--- src/irq_pkg.sv ---
// shared constants and types for the dual request interrupt controller
package irq_pkg;

    localparam int NUM_SRC = 16;
    localparam int NUM_GPIO = 4;
    localparam int NUM_DEB = 6;
    localparam int DEB_W = 3;

    // source positions inside the flag, mask and raw vectors
    localparam int SRC_JACK1_RISE = 0;
    localparam int SRC_JACK1_FALL = 1;
    localparam int SRC_JACK2_RISE = 2;
    localparam int SRC_JACK2_FALL = 3;
    localparam int SRC_GPIO_LSB = 4;
    localparam int SRC_FLL_LSB = 8;
    localparam int SRC_BOOT = 10;
    localparam int SRC_DSP_LSB = 11;
    localparam int SRC_ACC = 13;
    localparam int SRC_EVLOG_LSB = 14;
    localparam int DEB_FLL_LSB = 4;

    // sources that flag on both edges: gpio and lock inputs
    localparam logic [15:0] BOTH_EDGE_SEL = 16'h03f0;

    // register byte addresses
    localparam logic [7:0] ADDR_FLAG1 = 8'h00;
    localparam logic [7:0] ADDR_MASK1 = 8'h04;
    localparam logic [7:0] ADDR_FLAG2 = 8'h08;
    localparam logic [7:0] ADDR_MASK2 = 8'h0c;
    localparam logic [7:0] ADDR_RAW = 8'h10;
    localparam logic [7:0] ADDR_CTRL = 8'h14;
    localparam logic [7:0] ADDR_STATUS = 8'h18;

    // reset values: only boot done unmasked on the first set
    localparam logic [15:0] MASK1_RST = 16'hfbff;
    localparam logic [15:0] MASK2_RST = 16'hffff;
    localparam logic [15:0] FLAG_RST = 16'h0000;
    localparam logic [9:0] CTRL_RST = 10'h000;

    // control register fields
    localparam int CTRL_GM1 = 0;
    localparam int CTRL_GM2 = 1;
    localparam int CTRL_POL = 2;
    localparam int CTRL_OD = 3;
    localparam int CTRL_DEB_LSB = 4;
    localparam int CTRL_GPFN_LSB = 8;

    // gpio pin function select codes
    localparam logic [1:0] GPFN_OFF = 2'h0;
    localparam logic [1:0] GPFN_FIRST = 2'h1;
    localparam logic [1:0] GPFN_SECOND = 2'h2;

    // debounce: filtered level follows after this many stable ticks
    localparam logic [DEB_W-1:0] DEB_TICKS = 3'h4;
    localparam logic [DEB_W-1:0] DEB_ZERO = 3'h0;
    localparam logic [DEB_W-1:0] DEB_ONE = 3'h1;

    localparam logic [1:0] HTRANS_NONSEQ = 2'h2;

    typedef struct packed {
        logic                 jack_detect_one;
        logic                 jack_detect_two;
        logic [NUM_GPIO-1:0]  gpio;
        logic [1:0]           fll_lock;
        logic                 boot_done;
        logic [1:0]           signal_processor_request_flags;
        logic                 accessory_detect;
        logic [1:0]           evlog_not_empty;
    } src_in_t;

    typedef struct packed {
        logic [DEB_W-1:0] cnt;
        logic             val;
    } deb_t;

endpackage

--- src/irq_ctrl.sv ---
// dual request interrupt controller with ahb-lite register slave
// Operation
// - two independent flag sets, one per output
// - any input combination can raise either output
// - flags set on rising or both edges
// - both-edge flags do not record edge direction
// - jack detects have separate rise and fall flags
// - raw levels readable, same for both sets
// - raw readback independent of debounce clocks
// - masked input sets no flag, no request
// - each output is OR of own flags
// - flags latch until software writes one
// - output holds until all its flags cleared
// - optional gpio debounce on 32kHz clock
// - lock inputs always debounced, need a clock
// - global mask per output, status bit readable
// - first output drives pin, active low, invertible
// - pin push-pull or open-drain selectable
// - second output triggers signal processor firmware
// - either output selectable onto gpio pin
// - after reset only boot done unmasked
// - event logger not-empty latches a flag
`timescale 1ns/1ps
`default_nettype none

module irq_ctrl
    import irq_pkg::*;
(
    input  wire logic        core_clk,
    input  wire logic        nrst,
    input  wire logic        ce,
    input  wire logic        hsel,
    input  wire logic [31:0] haddr,
    input  wire logic [1:0]  htrans,
    input  wire logic        hwrite,
    input  wire logic [2:0]  hsize,
    input  wire logic [31:0] hwdata,
    input  wire logic        hready,
    output logic             hreadyout,
    output logic             hresp,
    output logic [31:0]      hrdata,
    input  wire src_in_t     src_in,
    input  wire logic        clk32k,
    input  wire logic        sysclk_on,
    output logic             first_request_output,
    output logic             second_request_output,
    output logic             irq_pin_out,
    output logic             irq_pin_oe,
    output logic             gpio_req_out,
    output logic             dsp_fw_trigger
);

    // one debounce step: count stable ticks, adopt level at the limit
    function automatic deb_t deb_step(input deb_t cur, input logic raw, input logic tick);
        deb_t nxt;
        nxt = cur;
        if (raw == cur.val) begin
            nxt.cnt = DEB_ZERO;
        end else if (tick) begin
            if (cur.cnt + DEB_ONE == DEB_TICKS) begin
                nxt.val = raw;
                nxt.cnt = DEB_ZERO;
            end else begin
                nxt.cnt = cur.cnt + DEB_ONE;
            end
        end
        return nxt;
    endfunction

    // raw input levels in flag order
    function automatic logic [NUM_SRC-1:0] raw_vec(input src_in_t s);
        logic [NUM_SRC-1:0] v;
        v = '0;
        v[SRC_JACK1_RISE] = s.jack_detect_one;
        v[SRC_JACK1_FALL] = s.jack_detect_one;
        v[SRC_JACK2_RISE] = s.jack_detect_two;
        v[SRC_JACK2_FALL] = s.jack_detect_two;
        v[SRC_GPIO_LSB +: NUM_GPIO] = s.gpio;
        v[SRC_FLL_LSB +: 2] = s.fll_lock;
        v[SRC_BOOT] = s.boot_done;
        v[SRC_DSP_LSB +: 2] = s.signal_processor_request_flags;
        v[SRC_ACC] = s.accessory_detect;
        v[SRC_EVLOG_LSB +: 2] = s.evlog_not_empty;
        return v;
    endfunction

    // unmasked edges set flags; applied after any clear so the set wins
    function automatic logic [NUM_SRC-1:0] set_hits(input logic [NUM_SRC-1:0] cur,
                                                    input logic [NUM_SRC-1:0] hit,
                                                    input logic [NUM_SRC-1:0] mask);
        logic [NUM_SRC-1:0] nxt;
        // masked edges never reach the flag
        nxt = hit & ~mask;
        // new edge wins over a clear
        nxt = cur | nxt;
        return nxt;
    endfunction

    // combined request of one set, gated by its global mask
    function automatic logic set_req(input logic [NUM_SRC-1:0] flags, input logic gmask);
        logic r;
        r = (|flags) & ~gmask;
        return r;
    endfunction

    // ---------------- bus state ----------------
    logic        wr_pend_reg;
    logic        wr_pend_next;
    logic [7:0]  wr_addr_reg;
    logic [7:0]  wr_addr_next;
    logic        rd_pend_reg;
    logic        rd_pend_next;
    logic [7:0]  rd_addr_reg;
    logic [7:0]  rd_addr_next;
    logic [31:0] hrdata_reg;
    logic [31:0] hrdata_next;
    logic        hreadyout_reg;
    logic        hreadyout_next;
    logic        hresp_reg;
    logic        hresp_next;

    // ---------------- register state ----------------
    logic [15:0] flag1_reg;
    logic [15:0] flag1_next;
    logic [15:0] flag2_reg;
    logic [15:0] flag2_next;
    logic [15:0] mask1_reg;
    logic [15:0] mask1_next;
    logic [15:0] mask2_reg;
    logic [15:0] mask2_next;
    logic [9:0]  ctrl_reg;
    logic [9:0]  ctrl_next;

    // ---------------- input conditioning state ----------------
    logic [15:0] prev_reg;
    logic [15:0] prev_next;
    logic        clk32_prev_reg;
    logic        clk32_prev_next;
    deb_t        deb_reg [NUM_DEB];
    deb_t        deb_next [NUM_DEB];

    // ---------------- output state ----------------
    logic        req1_reg;
    logic        req1_next;
    logic        req2_reg;
    logic        req2_next;
    logic        pin_out_reg;
    logic        pin_out_next;
    logic        pin_oe_reg;
    logic        pin_oe_next;
    logic        gpio_out_reg;
    logic        gpio_out_next;

    // ---------------- combinational helpers ----------------
    logic [15:0] raw_lvl;
    logic [15:0] cond;
    logic [15:0] edge_hit;
    logic        tick32;
    logic        fll_tick;
    logic        addr_take;
    logic [15:0] wr_half;
    logic        sts1;
    logic        sts2;
    logic        pin_level;

    assign hreadyout = hreadyout_reg;
    assign hresp = hresp_reg;
    assign hrdata = hrdata_reg;
    assign first_request_output = req1_reg;
    assign second_request_output = req2_reg;
    assign irq_pin_out = pin_out_reg;
    assign irq_pin_oe = pin_oe_reg;
    assign gpio_req_out = gpio_out_reg;
    assign dsp_fw_trigger = req2_reg;

    // input conditioning and edge detection
    always_comb begin
        raw_lvl = raw_vec(src_in);
        tick32 = clk32k & ~clk32_prev_reg;
        // lock filter ticks on 32k or system clock
        fll_tick = tick32 | sysclk_on;
        clk32_prev_next = clk32k;
        for (int i = 0; i < NUM_DEB; i++) begin
            deb_next[i] = deb_reg[i];
        end
        for (int i = 0; i < NUM_GPIO; i++) begin
            deb_next[i] = deb_step(deb_reg[i], src_in.gpio[i], tick32);
        end
        for (int i = 0; i < 2; i++) begin
            deb_next[DEB_FLL_LSB + i] = deb_step(deb_reg[DEB_FLL_LSB + i], src_in.fll_lock[i], fll_tick);
        end
        cond = raw_lvl;
        // fall flags see inverted jack level
        cond[SRC_JACK1_FALL] = ~src_in.jack_detect_one;
        cond[SRC_JACK2_FALL] = ~src_in.jack_detect_two;
        for (int i = 0; i < NUM_GPIO; i++) begin
            if (ctrl_reg[CTRL_DEB_LSB + i]) begin
                cond[SRC_GPIO_LSB + i] = deb_reg[i].val;
            end
        end
        for (int i = 0; i < 2; i++) begin
            cond[SRC_FLL_LSB + i] = deb_reg[DEB_FLL_LSB + i].val;
        end
        prev_next = cond;
        // rising edges, plus falling for both-edge inputs
        // both directions merge into one flag
        // logger not-empty rise flags an event
        edge_hit = (cond & ~prev_reg) | (~cond & prev_reg & BOTH_EDGE_SEL);
    end

    always_ff @(posedge core_clk) begin
        if (!nrst) begin
            prev_reg <= '0;
            clk32_prev_reg <= 1'b0;
            for (int i = 0; i < NUM_DEB; i++) begin
                deb_reg[i] <= '0;
            end
        end else if (ce) begin
            prev_reg <= prev_next;
            clk32_prev_reg <= clk32_prev_next;
            for (int i = 0; i < NUM_DEB; i++) begin
                deb_reg[i] <= deb_next[i];
            end
        end
    end

    // ahb-lite slave sequencing
    always_comb begin
        addr_take = hsel & htrans[1] & hready;
        wr_pend_next = addr_take & hwrite;
        rd_pend_next = addr_take & ~hwrite;
        wr_addr_next = addr_take ? haddr[7:0] : wr_addr_reg;
        rd_addr_next = addr_take ? haddr[7:0] : rd_addr_reg;
        // reads take one wait state so pending writes land first
        hreadyout_next = ~(addr_take & ~hwrite);
        // every transfer answers okay
        hresp_next = 1'b0;
        hrdata_next = hrdata_reg;
        if (rd_pend_reg) begin
            unique case (rd_addr_reg)
                ADDR_FLAG1: hrdata_next = {16'h0000, flag1_reg};
                ADDR_MASK1: hrdata_next = {16'h0000, mask1_reg};
                ADDR_FLAG2: hrdata_next = {16'h0000, flag2_reg};
                ADDR_MASK2: hrdata_next = {16'h0000, mask2_reg};
                // one raw view for both sets
                // raw view bypasses the debounce filters
                ADDR_RAW: hrdata_next = {16'h0000, raw_lvl};
                ADDR_CTRL: hrdata_next = {22'h000000, ctrl_reg};
                ADDR_STATUS: hrdata_next = {30'h00000000, req2_reg, req1_reg};
                default: hrdata_next = 32'h00000000;
            endcase
        end
    end

    always_ff @(posedge core_clk) begin
        if (!nrst) begin
            wr_pend_reg <= 1'b0;
            rd_pend_reg <= 1'b0;
            wr_addr_reg <= 8'h00;
            rd_addr_reg <= 8'h00;
            hrdata_reg <= 32'h00000000;
            hreadyout_reg <= 1'b1;
            hresp_reg <= 1'b0;
        end else if (ce) begin
            wr_pend_reg <= wr_pend_next;
            rd_pend_reg <= rd_pend_next;
            wr_addr_reg <= wr_addr_next;
            rd_addr_reg <= rd_addr_next;
            hrdata_reg <= hrdata_next;
            hreadyout_reg <= hreadyout_next;
            hresp_reg <= hresp_next;
        end
    end

    // flag, mask and control registers
    always_comb begin
        wr_half = hwdata[15:0];
        mask1_next = mask1_reg;
        mask2_next = mask2_reg;
        ctrl_next = ctrl_reg;
        flag1_next = flag1_reg;
        flag2_next = flag2_reg;
        if (wr_pend_reg) begin
            unique case (wr_addr_reg)
                ADDR_FLAG1: flag1_next = flag1_reg & ~wr_half;
                ADDR_FLAG2: flag2_next = flag2_reg & ~wr_half;
                ADDR_MASK1: mask1_next = wr_half;
                ADDR_MASK2: mask2_next = wr_half;
                ADDR_CTRL: ctrl_next = hwdata[9:0];
                default: ;
            endcase
        end
        flag1_next = set_hits(flag1_next, edge_hit, mask1_reg);
        flag2_next = set_hits(flag2_next, edge_hit, mask2_reg);
    end

    always_ff @(posedge core_clk) begin
        if (!nrst) begin
            flag1_reg <= FLAG_RST;
            flag2_reg <= FLAG_RST;
            mask1_reg <= MASK1_RST;
            mask2_reg <= MASK2_RST;
            ctrl_reg <= CTRL_RST;
        end else if (ce) begin
            flag1_reg <= flag1_next;
            flag2_reg <= flag2_next;
            mask1_reg <= mask1_next;
            mask2_reg <= mask2_next;
            ctrl_reg <= ctrl_next;
        end
    end

    // request outputs and pin drive
    always_comb begin
        // global mask gates output and status
        sts1 = set_req(flag1_reg, ctrl_reg[CTRL_GM1]);
        sts2 = set_req(flag2_reg, ctrl_reg[CTRL_GM2]);
        req1_next = sts1;
        req2_next = sts2;
        // active low unless polarity bit set
        pin_level = ctrl_reg[CTRL_POL] ? sts1 : ~sts1;
        if (ctrl_reg[CTRL_OD]) begin
            pin_out_next = 1'b0;
            pin_oe_next = ~pin_level;
        end else begin
            pin_out_next = pin_level;
            pin_oe_next = 1'b1;
        end
        unique case (ctrl_reg[CTRL_GPFN_LSB +: 2])
            GPFN_FIRST: gpio_out_next = sts1;
            GPFN_SECOND: gpio_out_next = sts2;
            default: gpio_out_next = 1'b0;
        endcase
    end

    always_ff @(posedge core_clk) begin
        if (!nrst) begin
            req1_reg <= 1'b0;
            req2_reg <= 1'b0;
            pin_out_reg <= 1'b1;
            pin_oe_reg <= 1'b1;
            gpio_out_reg <= 1'b0;
        end else if (ce) begin
            req1_reg <= req1_next;
            req2_reg <= req2_next;
            pin_out_reg <= pin_out_next;
            pin_oe_reg <= pin_oe_next;
            gpio_out_reg <= gpio_out_next;
        end
    end

endmodule

`default_nettype wire

--- config.mk ---
export PLATFORM = sky130hd
export DESIGN_NAME = irq_ctrl
export DESIGN_NICKNAME = d
export VERILOG_FILES = /design/src/irq_pkg.sv /design/src/irq_ctrl.sv
export SDC_FILE = /design/constraint.sdc
export NUM_CORES = 1
export LEC_CHECK = 0
export ABC_AREA = 0
export ABC_CLOCK_PERIOD_IN_PS = 1730
export BUFFER_PORTS_ARGS = -buffer_cell sky130_fd_sc_hd__buf_2
export CAP_MARGIN = 20
export CORE_ASPECT_RATIO = 0.8
export CORE_MARGIN = 1
export CORE_UTILIZATION = 51
export CTS_CLUSTER_DIAMETER = 200
export DETAILED_ROUTE_END_ITERATION = 7
export PLACE_DENSITY = 0.81
export SKIP_LAST_GASP = 1
export SYNTH_ARGS = -nofsm -noshare
export SYNTH_HDL_FRONTEND = slang
export SYNTH_SLANG_ARGS = --single-unit
export TNS_END_PERCENT = 5
--- constraint.sdc ---
create_clock -name core_clk -period 1.73 [get_ports core_clk]
set_input_delay 0.173 -clock core_clk [delete_from_list [all_inputs] [get_ports core_clk]]
set_output_delay 0.173 -clock core_clk [all_outputs]
set_load 0.01 [all_outputs]
Word level (Yosys, flattened, before mapping)
Memories as Yosys holds them, arrays and structs flattened.
Cells that the tools add are included.
{ "word_totals": {"regBits": 139, "latchBits": 0, "ramBits": 24, "romBits": 0, "input_bits": 91, "out_inout_bits": 40, "elab_cells": 142, "mem_count": 1} }
{ "mem_list": {"columns": ["name", "words", "width", "rd", "rd_ports_with_merged_regs", "wr", "line_no", "source"], "rows": [
  ["deb_reg", 6, 4, 6, 0, 6, "irq_ctrl.sv:139", "deb_t deb_reg [NUM_DEB];"]
]} }
{ "op_classes": {"add_sub_neg": 6, "mul": 0, "div": 0, "magnitude_cmp": 0, "eq_ne": 20, "shifts": 0, "mux": 53, "bitwise_logic": 37, "n_reduce_logical": 8} }
{ "op_table": {"columns": ["operator", "n"], "rows": [
  ["$pmux W16 S7", 1],
  ["$and A16 B16 Y16", 5],
  ["$mux W16", 4],
  ["$not A16 Y16", 4],
  ["$mux W4", 12],
  ["$mux W3", 12],
  ["$or A16 B16 Y16", 2],
  ["$reduce_or A16 Y1", 2],
  ["$eq A8 B5 Y1 const B", 3],
  ["$mux W1", 23],
  ["$add A3 B1 Y3 const B", 6],
  ["$eq A3 B3 Y1 const B", 6],
  ["$eq A8 B4 Y1 const B", 2],
  ["$or A16 B10 Y16", 1],
  ["$and A10 B10 Y10", 1],
  ["$not A10 Y10", 1],
  ["$not A1 Y1", 9],
  ["$reduce_and A3 Y1", 3],
  ["$eq A8 B3 Y1 const B", 1],
  ["$logic_not A8 Y1", 1],
  ["$and A1 B1 Y1", 7],
  ["$or A1 B1 Y1", 7],
  ["$eq A1 B1 Y1", 6],
  ["$reduce_and A2 Y1", 2],
  ["3 further kinds", 3]
]} }

Longest topological paths before layout
Gate-level depths: netlist (run 1).
An unclocked memory read counts as a cell.
{ "logic_depth": {"word_depth": 7, "ltp_mapped": 8, "ltp_nobuf": 5} }

Least setup slack after synthesis (run 1)
OpenSTA, ideal clock, no wires.
{ "synth_path": {"kind": "register -> register", "start": "register, netlist name rd_addr_reg[5]", "end": "register mask1_reg[11]", "setup_time_ps": 137, "t_arrival_ps": 1729, "t_required_ps": 1593, "slack_ps": -136, "stages_incl_launch_ff": 8, "n_path_buf": 3, "synth_period_minus_slack_ps": 1866, "cell_sequence": "dfxtp_1 -> or3_1 -> buf_6 -> or4b_4 -> buf_6 -> buf_8 -> nand2_1 -> nand3_1"} }
{ "synth_rtl": {"columns": ["item", "line_no", "source"], "rows": [
  ["end signal: assignment", "irq_ctrl.sv:307", "mask1_reg <= mask1_next;"],
  ["end: declaration", "irq_ctrl.sv:127", "logic [15:0] mask1_reg;"]
]} }

Worst setup path in the final report (run 1)
{ "layout_path": {"start": "register rd_addr_reg[0]", "end": "register hrdata_reg[7], in the netlist hrdata[7]"} }
{ "layout_between": {"elab_chain_len": 2, "word_cells_on_any_way": 8, "classes_between": "eq/ne: 6; mux: 1; reduce/logical: 1"} }
{ "layout_lines": {"columns": ["item", "line_no", "source"], "rows": [
  ["start: declaration", "irq_ctrl.sv:113", "logic [7:0] rd_addr_reg;"],
  ["start signal: assignment", "irq_ctrl.sv:268", "rd_addr_reg <= rd_addr_next;"],
  ["$eq A8 B5 Y1 (tied with other cells)", "irq_ctrl.sv:240", "unique case (rd_addr_reg)"],
  ["$pmux W16 S7 *", "irq_ctrl.sv:240", null],
  ["end signal: assignment", "irq_ctrl.sv:269", "hrdata_reg <= hrdata_next;"],
  ["end: declaration", "irq_ctrl.sv:115", "logic [31:0] hrdata_reg;"]
]} }
Every way passes the cells marked *; elsewhere a longest branch is shown, timed or not.
A chain may end at the register's enable or synchronous reset.

==> results, run 1 <==
- The flow ran to the end, but the final reports show violations.
- The final reports fail on setup timing.
- The register with the most flip-flops in the layout has 24 of them.
- Sorting the synthesized cells by how often they occur yields 139 x sky130_fd_sc_hd__nand2_1, 123 x sky130_fd_sc_hd__dfxtp_1, 44 x sky130_fd_sc_hd__mux2i_1, 40 x sky130_fd_sc_hd__nand3_1, 37 x sky130_fd_sc_hd__nor2_1.
- The most common cell type on the critical path is sky130_fd_sc_hd__buf_4.
- The combinational fraction of design power is 0.082.
- On the final layout, the worst hold slack is 0.00907 ns.
- The count of antenna-violating nets left after detailed routing is 0.
- The tightest min-delay check is of the input port to flop type.
- Setup repair after global routing could not meet its margin everywhere.
- Max-cap violations in this run came to 0.
- The count of input and output buffers is 69.
- Across every metal layer, demand over resource in global routing totals 0.269.
- Of the total power, registers draw 0.450.
- The mapped netlist covers 0.00723 mm^2.
- During synthesis, Yosys emitted a total of 0 warnings.
- Based on the critical path, the design can be clocked at up to roughly 0.55 GHz.
- The share of synthesized area in the top cell type comes to 0.341.
- The maximum fanout encountered on the critical timing path is 6.
- The cell chosen for the clock root is sky130_fd_sc_hd__clkbuf_16.
- The number of synthesized register bits is ~150.
- The number of iterations in the first detailed-routing pass is 5.
- Setup slack on the worst reg-to-reg path comes out at -0.08 ns.
- The cell accounting for the most synthesized area is sky130_fd_sc_hd__dfxtp_1.
- The final hold violation count is 0.
- After detailed routing, the total wire length is around 19000 um.
- After detailed routing, the average wire length per cell comes to roughly 17 um.
- The worst setup margin is -0.0783 ns.
- Internal power comes to just over 0.006 W.
- The leading register cell type out of synthesis is sky130_fd_sc_hd__dfxtp_1.
- The share of cells above drive strength 1 is 0.217.
- Of the total power, the share spent switching nets is 0.230.
- The final critical-path share of the clock period is 1.05.
- The wire length of the first global-routing pass is between 20000 and 30000 um.
- The worst-case IR drop observed on VDD is about 0.77 mV.
- The I/O pin total is about 130.
- The routed via count divided by cell count is around 5.7.
- After clock tree synthesis, the clock-pin slew on the worst setup and hold paths is ~0.06 ns.
- Traced cell by cell, the critical path runs through buf_4, or3_1, nor2_1, buf_4, o21ai_0, a311oi_1.
- The critical register-to-register path startpoint is rd_addr_reg[0].
- The critical path's largest stage delay is between 0.4 and 0.5 ns.
- The post-synthesis cell count is 786.
- The transition time at the pin with the least slew margin is about 0.54 ns.
- The max-slew violation count is 0.
- The worst path in the final design needs a cycle of ~1.8 ns, including I/O delays and setup.
- The share of flip-flops with an asynchronous set or reset is 0.
- The effective utilization at floorplan is 0.528.
- The worst hold path passes through 3 cells.
- In the post-synthesis netlist, the cell with the most instances is sky130_fd_sc_hd__nand2_1.
- The final net count is between 1000 and 1500.
- For the final database, setup skew stands at between 0.01 and 0.015 ns.
- The worst register-to-register path ends at hrdata[7].
- The launching element of the worst setup path is rd_addr_reg[0].
- The startpoint kind of the worst setup timing path is a flop.
- The depth of the worst register-to-register path is 6.
- Setup total negative slack on the finished layout was measured at -0.613 ns.
- The maximum number of pins on one net before global-route repair is 70.
- 0 antenna diodes ended up in the layout.
- The TritonCTS clock tree is done.
- In this run, synthesis inferred 24 flip-flops with an integrated enable.
- For this run the aggregate overflow at the end of global routing stands at 0.
- The initial antenna violation count is 0.
- In the post-synthesis netlist, the biggest area contributors are sky130_fd_sc_hd__dfxtp_1 34%, sky130_fd_sc_hd__edfxtp_1 10%, sky130_fd_sc_hd__nand2_1 7.2%.
- In this run the tightest slew margin relative to its limit is 0.639.
- The clock network latency to the later pin of the worst-skew pair is ~0.42 ns.
- At the worst endpoint, the required time is about 2 ns.
- Of the synthesized area, sequential elements account for 0.440.
- The number of buffers between clock root and the deepest sink is 2.
- The count of different cell masters after synthesis is 63.
- The horizontal die dimension is approximately 140 um.
- Across all layers, the routed design uses 6190 vias.
- The per-instance average area after synthesis is 9.19 um^2.
- The leakage power of the design is roughly 3.8 nW.
- The core outline area is between 0.01 and 0.015 mm^2.
- The count of unresolved DRC violations after routing is 0.
- Dividing total power by cell area gives a power density of slightly above 900 mW/mm^2.
- In this run, the number of DRC markers left after iteration 0 of detailed routing was ~600.
- The critical path is of the flop to flop type.
- In this run the power spent charging and discharging nets is between 0.0015 and 0.002 W.
- The TritonCTS buffer count is 17.
- The die covers 0.0147 mm^2.
- The floorplan has 38 rows.
- Detailed placement finished with a half-perimeter wire length of about 13000 um.
- The number of global-route vias before repair is roughly 5700.
- The worst setup path is captured at a flop.
- The die is around 110 um tall.
- The deepest level of the CTS H-tree is 4.
- The critical path ends at hrdata[7].
- The congestion estimate from routability-driven global placement came to 0.906.
- The tree built by TritonCTS fans out to 147 sinks.
- On the critical path, the stage with the largest delay is an instance of sky130_fd_sc_hd__or3_1.
- From synthesis to final layout, the design area changed by 21.7%.
- The setup violation total in the final timing report is 21.
- Of the total power, the clock network draws 0.468.
- For the worst setup path, the data arrival time is between 2 and 2.5 ns.
cells in the final DEF (no fill, tap or decap), types with 4 or more instances in the layout:
cell and count:
sky130_fd_sc_hd__nor2b_1 28, sky130_fd_sc_hd__a21oi_1 15, sky130_fd_sc_hd__conb_1 17, sky130_fd_sc_hd__edfxtp_1 24, sky130_fd_sc_hd__and2_1 6, sky130_fd_sc_hd__mux2i_1 44, sky130_fd_sc_hd__o2bb2ai_1 8, sky130_fd_sc_hd__a21o_1 11
sky130_fd_sc_hd__nand2_1 139, sky130_fd_sc_hd__buf_12 7, sky130_fd_sc_hd__nor2_1 37, sky130_fd_sc_hd__ha_1 14, sky130_fd_sc_hd__nand4_1 4, sky130_fd_sc_hd__a21bo_2 4, sky130_fd_sc_hd__nand3b_1 15, sky130_fd_sc_hd__inv_1 6
sky130_fd_sc_hd__nand3_1 40, sky130_fd_sc_hd__o21a_1 15, sky130_fd_sc_hd__xor2_1 11, sky130_fd_sc_hd__clkbuf_16 17, sky130_fd_sc_hd__mux4_2 4, sky130_fd_sc_hd__dfxtp_1 119, sky130_fd_sc_hd__a21boi_0 25, sky130_fd_sc_hd__buf_4 68
sky130_fd_sc_hd__xnor2_1 8, sky130_fd_sc_hd__nor4_1 14, sky130_fd_sc_hd__buf_2 68, sky130_fd_sc_hd__a22oi_1 10, sky130_fd_sc_hd__nor3_1 4, sky130_fd_sc_hd__o21ai_0 33, sky130_fd_sc_hd__o211a_1 4, sky130_fd_sc_hd__o31ai_1 4
sky130_fd_sc_hd__a22o_1 8, sky130_fd_sc_hd__and3_1 20
power groups by stage:
stage / clock network, W / logic [W] / registers [W]
3_5_place_dp: 0 / 0.000639 / 0.00370
5_1_grt: 0.00398 / 0.000722 / 0.00363
3_3_place_gp: 0 / 0.000626 / 0.00369
2_1_floorplan: 0 / 0.000394 / 0.00368
4_1_cts: 0.00381 / 0.000651 / 0.00362
6_report: 0.00377 / 0.000661 / 0.00362
worst max-delay path, delay by kind of cell (launching register included):
family                 cells  cell delay (ns)
and+or+nand+nor            2             0.57
AOI/OAI and AO/OA          2             0.44
DFF                        1             0.36
buffers and inverters      2             0.35
logic make-up (layout without fill, tap and decap cells):
kind of cell / Yosys count / after routing / share of synthesized area
multiplexers: 49 / 49 / 0.0750
adder cells (fa/ha/maj): 14 / 14 / 0.0242
buffers and inverters: 73 / 184 / 0.0535
AND/OR/NAND/NOR: 323 / 323 / 0.222
AO/OA/AOI/OAI: 160 / 160 / 0.161
flip-flops: 147 / 147 / 0.440
XOR/XNOR: 19 / 19 / 0.0230
other: 1 / 17 / 0.000519
worst min-delay path by stage:
| stage | endpoint | start |
|---|---|---|
| 3_3_place_gp | rd_addr_reg[3] | haddr[3] |
| 2_1_floorplan | mask2_reg[0] | hwdata[0] |
| 5_1_grt | mask2_reg[13] | hwdata[13] |
| 3_5_place_dp | rd_addr_reg[1] | haddr[1] |
| 6_report | rd_addr_reg[0] | haddr[0] |
| 4_1_cts | mask1_reg[12] | hwdata[12] |
timing repair:
action                                  in CTS  in global routing
endpoints found under the hold margin        3                  0
hold buffers                                 3                  0
pin swaps                                    3                  3
resized for setup                            4                  4
endpoints found under the setup margin      70                 62
cloned                                       0                  0
buffers inserted                             0                  3
area by class of cell:
cell class                 instances  area [um^2]
clock buffer                      21          470
clock inverter                     9          129
fill                            1110         4900
inverter                           8         30.0
multi-input combinational        582         3730
sequential                       147         3190
tap                              180          225
timing repair buffer             146         1020
stage by stage:
step	cells	power, W	util	area [um^2]	setup slack [ns]
global placement	1057	0.00432	0.592	8110	-0.105
global route	1093	0.00833	0.642	8790	-0.0933
finish	1093	0.00805	0.642	8790	-0.0783
detailed placement	1057	0.00433	0.592	8110	-0.116
CTS	1090	0.00809	0.639	8750	-0.0493
floorplan	802	0.00408	-	7290	-0.115
metal layers:
layer / global-route usage / wire length, um / vias to the layer above
met2: 0.411 / 8290 / 264
met3: 0.0675 / 1540 / 34
met4: 0.0931 / 322 / 0
met5: 0 / 0 / -
li1: - / - / 2991
met1: 0.368 / 8840 / 2901
No activity file was read; power rests on OpenSTA's default activity.
==> run 2, diff against run 1 <==
--- a/config.mk
+++ b/config.mk
@@ -5,16 +5,16 @@
 export SDC_FILE = /design/constraint.sdc
 export NUM_CORES = 1
 export LEC_CHECK = 0
-export ABC_AREA = 0
+export ABC_AREA = 1
 export ABC_CLOCK_PERIOD_IN_PS = 1730
 export BUFFER_PORTS_ARGS = -buffer_cell sky130_fd_sc_hd__buf_2
 export CAP_MARGIN = 20
 export CORE_ASPECT_RATIO = 0.8
 export CORE_MARGIN = 1
-export CORE_UTILIZATION = 51
+export CORE_UTILIZATION = 30
 export CTS_CLUSTER_DIAMETER = 200
 export DETAILED_ROUTE_END_ITERATION = 7
-export PLACE_DENSITY = 0.81
+export PLACE_DENSITY = 0.54
 export SKIP_LAST_GASP = 1
 export SYNTH_ARGS = -nofsm -noshare
 export SYNTH_HDL_FRONTEND = slang
==> constraint.sdc (replaced) <==
create_clock -name core_clk -period 1.73 [get_ports core_clk]
set_input_delay 0.346 -clock core_clk [delete_from_list [all_inputs] [get_ports core_clk]]
set_output_delay 0.346 -clock core_clk [all_outputs]
set_load 0.01 [all_outputs]
==> results, run 2 <==
- The flow ran to the end, and the final reports show no timing, DRC or antenna violations.
- The final hold violation count is 0 (unchanged).
- The required time at the worst-slack endpoint is 2.01 ns (-0.04 ns).
- The fraction of post-synthesis cell area in the top cell type by area is 0.340 (-0.00106).
- The total clock sinks is 147 (unchanged).
- The number of iterations in the first detailed-routing pass is 5 (unchanged).
- The worst path arrival time came to 1.89 ns (-0.24 ns).
- The endpoint with the worst hold slack is rd_addr_reg[4].
- The depth of the worst register-to-register path is 8 (+2).
- The maximum fanout encountered on the critical timing path is 18 (+12).
- The share of flip-flops with an asynchronous set or reset is 0 (unchanged).
- The global placement routability congestion came to 0.826 (-8.8%).
- The setup slack of the most critical reg-to-reg path is 0.12 ns (+0.20 ns).
- The worst clock skew on the final layout is 0.00983 ns (-0.00174 ns).
- The height of the chip was 141 um (+30%).
- The transition time at the pin with the least slew margin is 0.671 ns (+0.132 ns).
- The internal portion of total power came to 0.00615 W (-0.94%).
- The clock share of power is 0.464 (-0.004).
- The leakage power of the design came to 3.93 nW (+3.2%).
- The critical path in this run is classified as flop to flop.
- The area of all sequential standard cells is 0.00318 mm^2 (-0.24%).
- The post-placement cell area is 0.00808 mm^2 (-0.40%).
- The worst flop-to-flop path endpoint is hrdata[13].
- The wire length of the first global-routing pass is 33600 um (+13%).
- The worst setup margin is 0.120 ns (+0.198 ns).
- The routed length per instance is 15.6 um (-11%).
- The DRC violation total after the first TritonRoute iteration is 440 (-25%).
- The initial antenna violation count is 0 (unchanged).
- The per-instance average area after synthesis is 7.60 um^2 (-17%).
- The Yosys warning count is 0 (unchanged).
- The post-placement worst setup slack is 0.0517 ns (+0.168 ns).
- The number of synthesized register bits is 147 (unchanged).
- The number of violations of the max-capacitance limit is 0 (unchanged).
- Counting instances in the post-synthesis netlist gives the leading cell types as 191 x sky130_fd_sc_hd__nand2_1, 123 x sky130_fd_sc_hd__dfxtp_1, 117 x sky130_fd_sc_hd__nor2_1, 92 x sky130_fd_sc_hd__nand3_1, 79 x sky130_fd_sc_hd__o21ai_0.
- The count of input and output buffers came to 69 (unchanged).
- The combinational fraction of design power is 0.100 (+0.018).
- The post-synth design cell area is 0.00725 mm^2 (+0.31%).
- The deepest level of the CTS H-tree came to 4 (unchanged).
- The total chip power is 0.00832 W (+3.4%).
- The depth of the worst hold-timing path is 3 (unchanged).
- The highest ir drop seen on vdd is 0.572 mV (-25%).
- The number of fillers in the final layout is 2466 (+120%).
- The timing-limited maximum frequency came to 0.621 GHz (+12%).
- The overall routed net length is 21400 um (+13%).
- The power density over cell area is 956 mW/mm^2 (+4.3%).
- Among all flip-flop cells after synthesis, the most frequent one is sky130_fd_sc_hd__dfxtp_1.
- The largest total area in the synthesized netlist belongs to sky130_fd_sc_hd__dfxtp_1.
- The worst setup path is launched from a flop.
- The HPWL after detailed placement is 15700 um (+20%).
- The post-synthesis cell count is 954 (+21%).
- The area growth from synthesis to layout is 20.2%.
- The final critical-path share of the clock period was 0.931 (-0.114).
- The max-slew violation count came to 0 (unchanged).
- The worst hold path belongs to the class input port to flop.
- The max-slew headroom at the worst pin came to 0.553 (-0.0863).
- The TritonCTS buffer count is 17 (unchanged).
- The die footprint is 0.0248 mm^2 (+69%).
- The count of flip-flops with a built-in enable after synthesis is 24 (unchanged).
- The routed via count divided by cell count is 4.76 (-16%).
- The share of cells above drive strength 1 is 0.182 (-0.0353).
- The final net count is 1155 (+15%).
- The worst hold path startpoint is haddr[4].
- The maximum number of pins on one net before global-route repair is 56 (-20%).
- The number of buffers between clock root and the deepest sink is 2 (unchanged).
- By area the synthesized netlist is led by sky130_fd_sc_hd__dfxtp_1 34%, sky130_fd_sc_hd__edfxtp_1 9.9%, sky130_fd_sc_hd__nand2_1 9.9%.
- The final antenna diode count was 0 (unchanged).
- The core outline area is 0.0236 mm^2 (+72%).
- TritonCTS built the clock tree.
- The count of hold-fix buffers inserted at cts was 0 (-3).
- The switching share of power is 0.262 (+0.0322).
- The minimum clock period is 1.61 ns (-0.198 ns).
- The via count is 6545 (+5.7%).
- The clock-pin slew on the worst setup and hold paths is 0.06 ns (about the same).
- In the layout the commonest cells are 191 x sky130_fd_sc_hd__nand2_1, 123 x sky130_fd_sc_hd__dfxtp_1, 117 x sky130_fd_sc_hd__nor2_1.
- The number of global-route vias before repair was 6021 (+5.1%).
- The most frequent standard cell in the layout excluding fill and tap cells is sky130_fd_sc_hd__nand2_1.
- The count of different cell masters after synthesis is 35 (-44%).
- The clock network latency to the later pin of the worst-skew pair came to 0.43 ns (about the same).
- The count of unresolved DRC violations after routing was 0 (unchanged).
- The setup violation total in the final timing report was 0 (-100%).
- The effective utilization at floorplan was 0.307 (-0.220).
- The most common cell in the synthesized netlist is sky130_fd_sc_hd__nand2_1.
- The area of the multi-input gates is 0.00340 mm^2 (-8.7%).
- The horizontal die dimension was 176 um (+30%).
- The cell sitting at the root of the clock tree is a sky130_fd_sc_hd__clkbuf_16.
- The number of rows in the core area came to 50 (+32%).
- The endpoint type of the worst setup path is a flop.
- The flip-flop count of the largest register after layout is 24 (unchanged).
- The critical register-to-register path startpoint is rd_addr_reg[4].
- The total global-route track usage is 0.177 (-0.0913).
- The fraction of the yosys area taken by sequential cells is 0.439 (-0.00137).
- The design area is 0.00871 mm^2 (-0.91%).
- The sequential power share is 0.436 (-0.014).
- The global-route congestion overflow total is 0 (unchanged).
- The count of antenna-violating nets left after detailed routing is 0 (unchanged).
- The I/O pin total is 131 (unchanged).
- Setup repair after global routing could not meet its margin everywhere.
- The net switching power figure was 0.00218 W (+18%).
-- run 2: cell count changes after synthesis, sizes merged, moves of 28 or more --
cell / before / now
a21oi: 15 / 72
inv: 7 / 85
mux2i: 44 / 0
nand2: 139 / 201
nand3: 40 / 92
nor2: 37 / 125
nor2b: 28 / 0
o211ai: 0 / 33
o21ai: 34 / 84
-- run 2: logic make-up after synthesis --
kind of cell             share of synthesized area
adder cells (fa/ha/maj)                     0.0242
other                                     0.000517
AND/OR/NAND/NOR                              0.254
buffers and inverters                        0.100
flip-flops                                   0.439
XOR/XNOR                                    0.0181
AO/OA/AOI/OAI                                0.164
-- run 2: per-stage QoR --
step                setup TNS (ns)  utilization  instances  hold WS [ns]
detailed placement               0        0.343       1342         0.451
global route               -0.0113        0.369       1375         0.150
CTS                              0        0.368       1374         0.132
floorplan                        0            -        970         0.436
finish                           0        0.369       1375         0.146
global placement                 0        0.343       1342         0.445
-- run 2: metal layers --
| layer | share of wire | track usage | vias to the layer above |
|---|---|---|---|
| met1 | 0.51 | 0.262 | 3009 |
| met2 | 0.42 | 0.259 | 209 |
| li1 | - | - | 3314 |
| met4 | 0.0099 | 0.0453 | 0 |
| met3 | 0.063 | 0.0361 | 13 |
| met5 | 0 | 0 | - |
-- run 2: final cells by class --
type,instances,area share
clock buffer,18,0.0493
clock inverter,14,0.0204
inverter,86,0.0379
multi-input combinational,675,0.390
sequential,147,0.365
tap,312,0.0448
timing repair buffer,123,0.0919
-- run 2: worst max-delay path by stage --
stage	startpoint	endpoint	slack (ns)	depth (start not counted)
floorplan	ce	deb_reg[4][1]	0.30	7
global placement	ce	deb_reg[5][2]	0.05	8
detailed placement	ce	deb_reg[5][2]	0.05	8
CTS	rd_addr_reg[1]	hrdata[2]	0.1	10
global route	rd_addr_reg[4]	hrdata[9]	-0.01	10
finish	rd_addr_reg[4]	hrdata[13]	0.12	8
-- run 2: worst max-delay path, stage by stage (launching register included) --
cell and delay, ns:
sky130_fd_sc_hd__dfxtp_1 0.36, sky130_fd_sc_hd__nor2_1 0.07, sky130_fd_sc_hd__nand2_2 0.14, sky130_fd_sc_hd__inv_8 0.10, sky130_fd_sc_hd__buf_4 0.18, sky130_fd_sc_hd__nand3_1 0.08, sky130_fd_sc_hd__nand3_1 0.08, sky130_fd_sc_hd__o21ai_0 0.35
sky130_fd_sc_hd__a21oi_1 0.11
-- run 2: repair_timing --
| action | 4_1_cts | 5_1_grt |
|---|---|---|
| setup endpoints to repair | 0 | 5 |
| gates resized for setup | 0 | 2 |
| buffers inserted | 0 | 1 |
-- run 2: power groups by stage --
stage	Clock, W	Sequential [W]	Combinational (W)
global route	0.00409	0.00364	0.000917
global placement	0	0.00371	0.000822
detailed placement	0	0.00371	0.000823
floorplan	0	0.00370	0.000508
CTS	0.00392	0.00363	0.000826
finish	0.00386	0.00363	0.000829
==> run 3, diff against run 2 <==
--- a/config.mk
+++ b/config.mk
@@ -11,10 +11,10 @@
 export CAP_MARGIN = 20
 export CORE_ASPECT_RATIO = 0.8
 export CORE_MARGIN = 1
-export CORE_UTILIZATION = 30
+export CORE_UTILIZATION = 45
 export CTS_CLUSTER_DIAMETER = 200
 export DETAILED_ROUTE_END_ITERATION = 7
-export PLACE_DENSITY = 0.54
+export PLACE_DENSITY = 0.73
 export SKIP_LAST_GASP = 1
 export SYNTH_ARGS = -nofsm -noshare
 export SYNTH_HDL_FRONTEND = slang
==> results, run 3 (same netlist as run 2, synthesis figures left out) <==
- The wire length of the first global-routing pass came to 31500 um (-6.3%).
- The deepest level of the CTS H-tree is 4 (unchanged).
- The combinational fraction of design power is 0.095 (-0.005).
- The horizontal die dimension is 144 um (-18%).
- The minimum clock period is 1.63 ns (+0.0185 ns).
- STA classifies the critical path startpoint as a flop.
- The max-slew violation count is 0 (unchanged).
- The share of cells above drive strength 1 is 0.173 (-0.00872).
- The number of iterations in the first detailed-routing pass came to 5 (unchanged).
- The design area is 0.00851 mm^2 (-2.4%).
- The clock-pin slew on the worst setup and hold paths was 0.06 ns (about the same).
- The worst clock skew on the final layout came to 0.00795 ns (-0.00188 ns).
- The TritonCTS buffer count is 17 (unchanged).
- The height of the chip is 116 um (-18%).
- The cell chosen for the clock root is sky130_fd_sc_hd__clkbuf_16.
- The initial antenna violation count is 0 (unchanged).
- The most frequent standard cell in the layout excluding fill and tap cells is sky130_fd_sc_hd__nand2_1.
- The die footprint is 0.0166 mm^2 (-33%).
- The transition time at the pin with the least slew margin is 0.660 ns (-0.0108 ns).
- The total chip power is 0.00829 W (-0.46%).
- The max-slew headroom at the worst pin is 0.560 (+0.00721).
- The I/O pin total is 131 (unchanged).
- The flip-flop count of the largest register after layout is 24 (unchanged).
- The DRC violation total after the first TritonRoute iteration is 552 (+25%).
- The effective utilization at floorplan was 0.460 (+0.153).
- The total global-route track usage is 0.251 (+0.0733).
- The setup total negative slack came to 0 ns (unchanged).
- The number of buffers between clock root and the deepest sink is 2 (unchanged).
- The setup violation total in the final timing report is 0 (unchanged).
- The count of placed standard cells in the final layout, fillers left out is 1268 (-7.8%).
- The internal portion of total power was 0.00627 W (+1.9%).
- The sequential power share is 0.439 (+0.003).
- The worst setup path is of the flop to flop kind.
- The timing-limited maximum frequency came to 0.614 GHz (-1.1%).
- The count of antenna-violating nets left after detailed routing came to 0 (unchanged).
- The number of violations of the max-capacitance limit is 0 (unchanged).
- TritonCTS built the clock tree.
- Setup repair after global routing left no endpoint under its margin.
- The area overhead of the layout relative to synthesis is 17.3%.
- The worst path arrival time is 1.98 ns (+0.09 ns).
- The top cell types in the final layout, fill and taps aside, are 191 x sky130_fd_sc_hd__nand2_1, 123 x sky130_fd_sc_hd__dfxtp_1, 117 x sky130_fd_sc_hd__nor2_1.
- The total clock sinks is 147 (unchanged).
- The routed length per instance is 15.5 um (about the same).
- The count of unresolved DRC violations after routing is 0 (unchanged).
- The net switching power figure is 0.00202 W (-7.3%).
- The count of hold-fix buffers inserted at cts is 0 (unchanged).
- The global placement routability congestion is 0.881 (+6.7%).
- The number of buffers inserted to repair setup after CTS is 0 (unchanged).
- The leakage power of the design is 3.88 nW (-1.0%).
- The number of placed cells counting well taps was 1236 (-7.9%).
- The count of input and output buffers is 69 (unchanged).
- The HPWL after detailed placement was 13900 um (-12%).
- The switching share of power was 0.244 (-0.0179).
- The number of global-route vias before repair is 6189 (+2.8%).
- The depth of the worst hold-timing path is 3 (unchanged).
- The global-route congestion overflow total came to 0 (unchanged).
- The setup slack of the most critical reg-to-reg path is 0.10 ns (-0.02 ns).
- The clock network latency to the later pin of the worst-skew pair is 0.43 ns (about the same).
- The final critical-path share of the clock period is 0.942 (+0.0107).
- The power density over cell area came to 974 mW/mm^2 (+2.0%).
- The via count is 6696 (+2.3%).
- The highest ir drop seen on vdd is 0.637 mV (+11%).
- The core outline area is 0.0157 mm^2 (-33%).
- The clock share of power is 0.467 (+0.003).
- The final net count is 1145 (-0.87%).
- The required time at the worst-slack endpoint is 2.08 ns (+0.07 ns).
- The depth of the worst register-to-register path is 10 (+2).
- The flow ran to the end, and the final reports show no timing, DRC or antenna violations.
- The final antenna diode count is 0 (unchanged).
- The type of the most critical hold path is input port to flop.
- The maximum number of pins on one net before global-route repair came to 73 (+30%).
- The overall routed net length is 19700 um (-7.8%).
- The number of rows in the core area was 41 (-18%).
- The final hold violation count is 0 (unchanged).
- The maximum fanout encountered on the critical timing path came to 13 (-5).
- The post-CTS resize count is 0 (unchanged).
- The post-placement cell area was 0.00788 mm^2 (-2.5%).
- The routed via count divided by cell count was 5.28 (+11%).
- STA classifies the critical path endpoint as a flop.
-- run 3: changes by cell type in the layout (fill, tap and decap cells not counted), moves of 2 or more --
cell / delta
sky130_fd_sc_hd__inv_6: -4
sky130_fd_sc_hd__buf_4: -9
sky130_fd_sc_hd__clkinv_2: +4
sky130_fd_sc_hd__buf_12: -2
sky130_fd_sc_hd__clkinv_4: -3
sky130_fd_sc_hd__clkbuf_8: +2
-- run 3: path summary, 6_finish.rpt --
| kind | from | endpoint |
|---|---|---|
| setup / recovery | rd_addr_reg[4] | hrdata[2] |
| hold / removal | haddr[4] | rd_addr_reg[4] |
| setup reg to reg | rd_addr_reg[4] | hrdata[2] |
| hold reg to reg | hrdata[1] | hrdata[1] |
-- run 3: critical path, cell delays in order (launching register included) --
cell,delay [ns]
sky130_fd_sc_hd__dfxtp_1,0.33
sky130_fd_sc_hd__nor2_1,0.13
sky130_fd_sc_hd__nand2_2,0.10
sky130_fd_sc_hd__inv_4,0.19
sky130_fd_sc_hd__buf_4,0.24
sky130_fd_sc_hd__nand3_1,0.08
sky130_fd_sc_hd__nand2_1,0.07
sky130_fd_sc_hd__nor2_1,0.05
sky130_fd_sc_hd__nand2_1,0.17
sky130_fd_sc_hd__nand2_1,0.08
sky130_fd_sc_hd__a21oi_1,0.13
-- run 3: area by class of cell --
cell class / instances / area (um^2)
clock buffer: 23 / 493
tap: 215 / 269
fill: 1517 / 7240
clock inverter: 9 / 125
timing repair buffer: 113 / 704
sequential: 147 / 3180
multi-input combinational: 675 / 3410
inverter: 86 / 325
-- run 3: power by group through the flow --
stage / registers (W) / logic [W] / clock network [W]
after floorplan: 0.00370 / 0.000508 / 0
after global placement: 0.00371 / 0.000756 / 0
after detailed placement: 0.00371 / 0.000764 / 0
after CTS: 0.00364 / 0.000771 / 0.00391
after global routing: 0.00365 / 0.000864 / 0.00406
final: 0.00364 / 0.000784 / 0.00387
-- run 3: metrics by stage --
| stage | util | setup WS [ns] | hold WS (ns) |
|---|---|---|---|
| floorplan | - | 0.302 | 0.436 |
| global placement | 0.500 | 0.109 | 0.444 |
| detailed placement | 0.500 | 0.0757 | 0.453 |
| CTS | 0.540 | 0.127 | 0.145 |
| global route | 0.540 | 0.0103 | 0.171 |
| finish | 0.540 | 0.101 | 0.147 |
-- run 3: routing by layer --
layer,share of wire,up-vias,wire length [um],global-route usage
met2,0.44,263,8690,0.389
li1,-,3294,-,-
met3,0.083,37,1640,0.0554
met1,0.46,3102,9020,0.341
met4,0.018,0,362,0.0950
met5,0,-,0,0
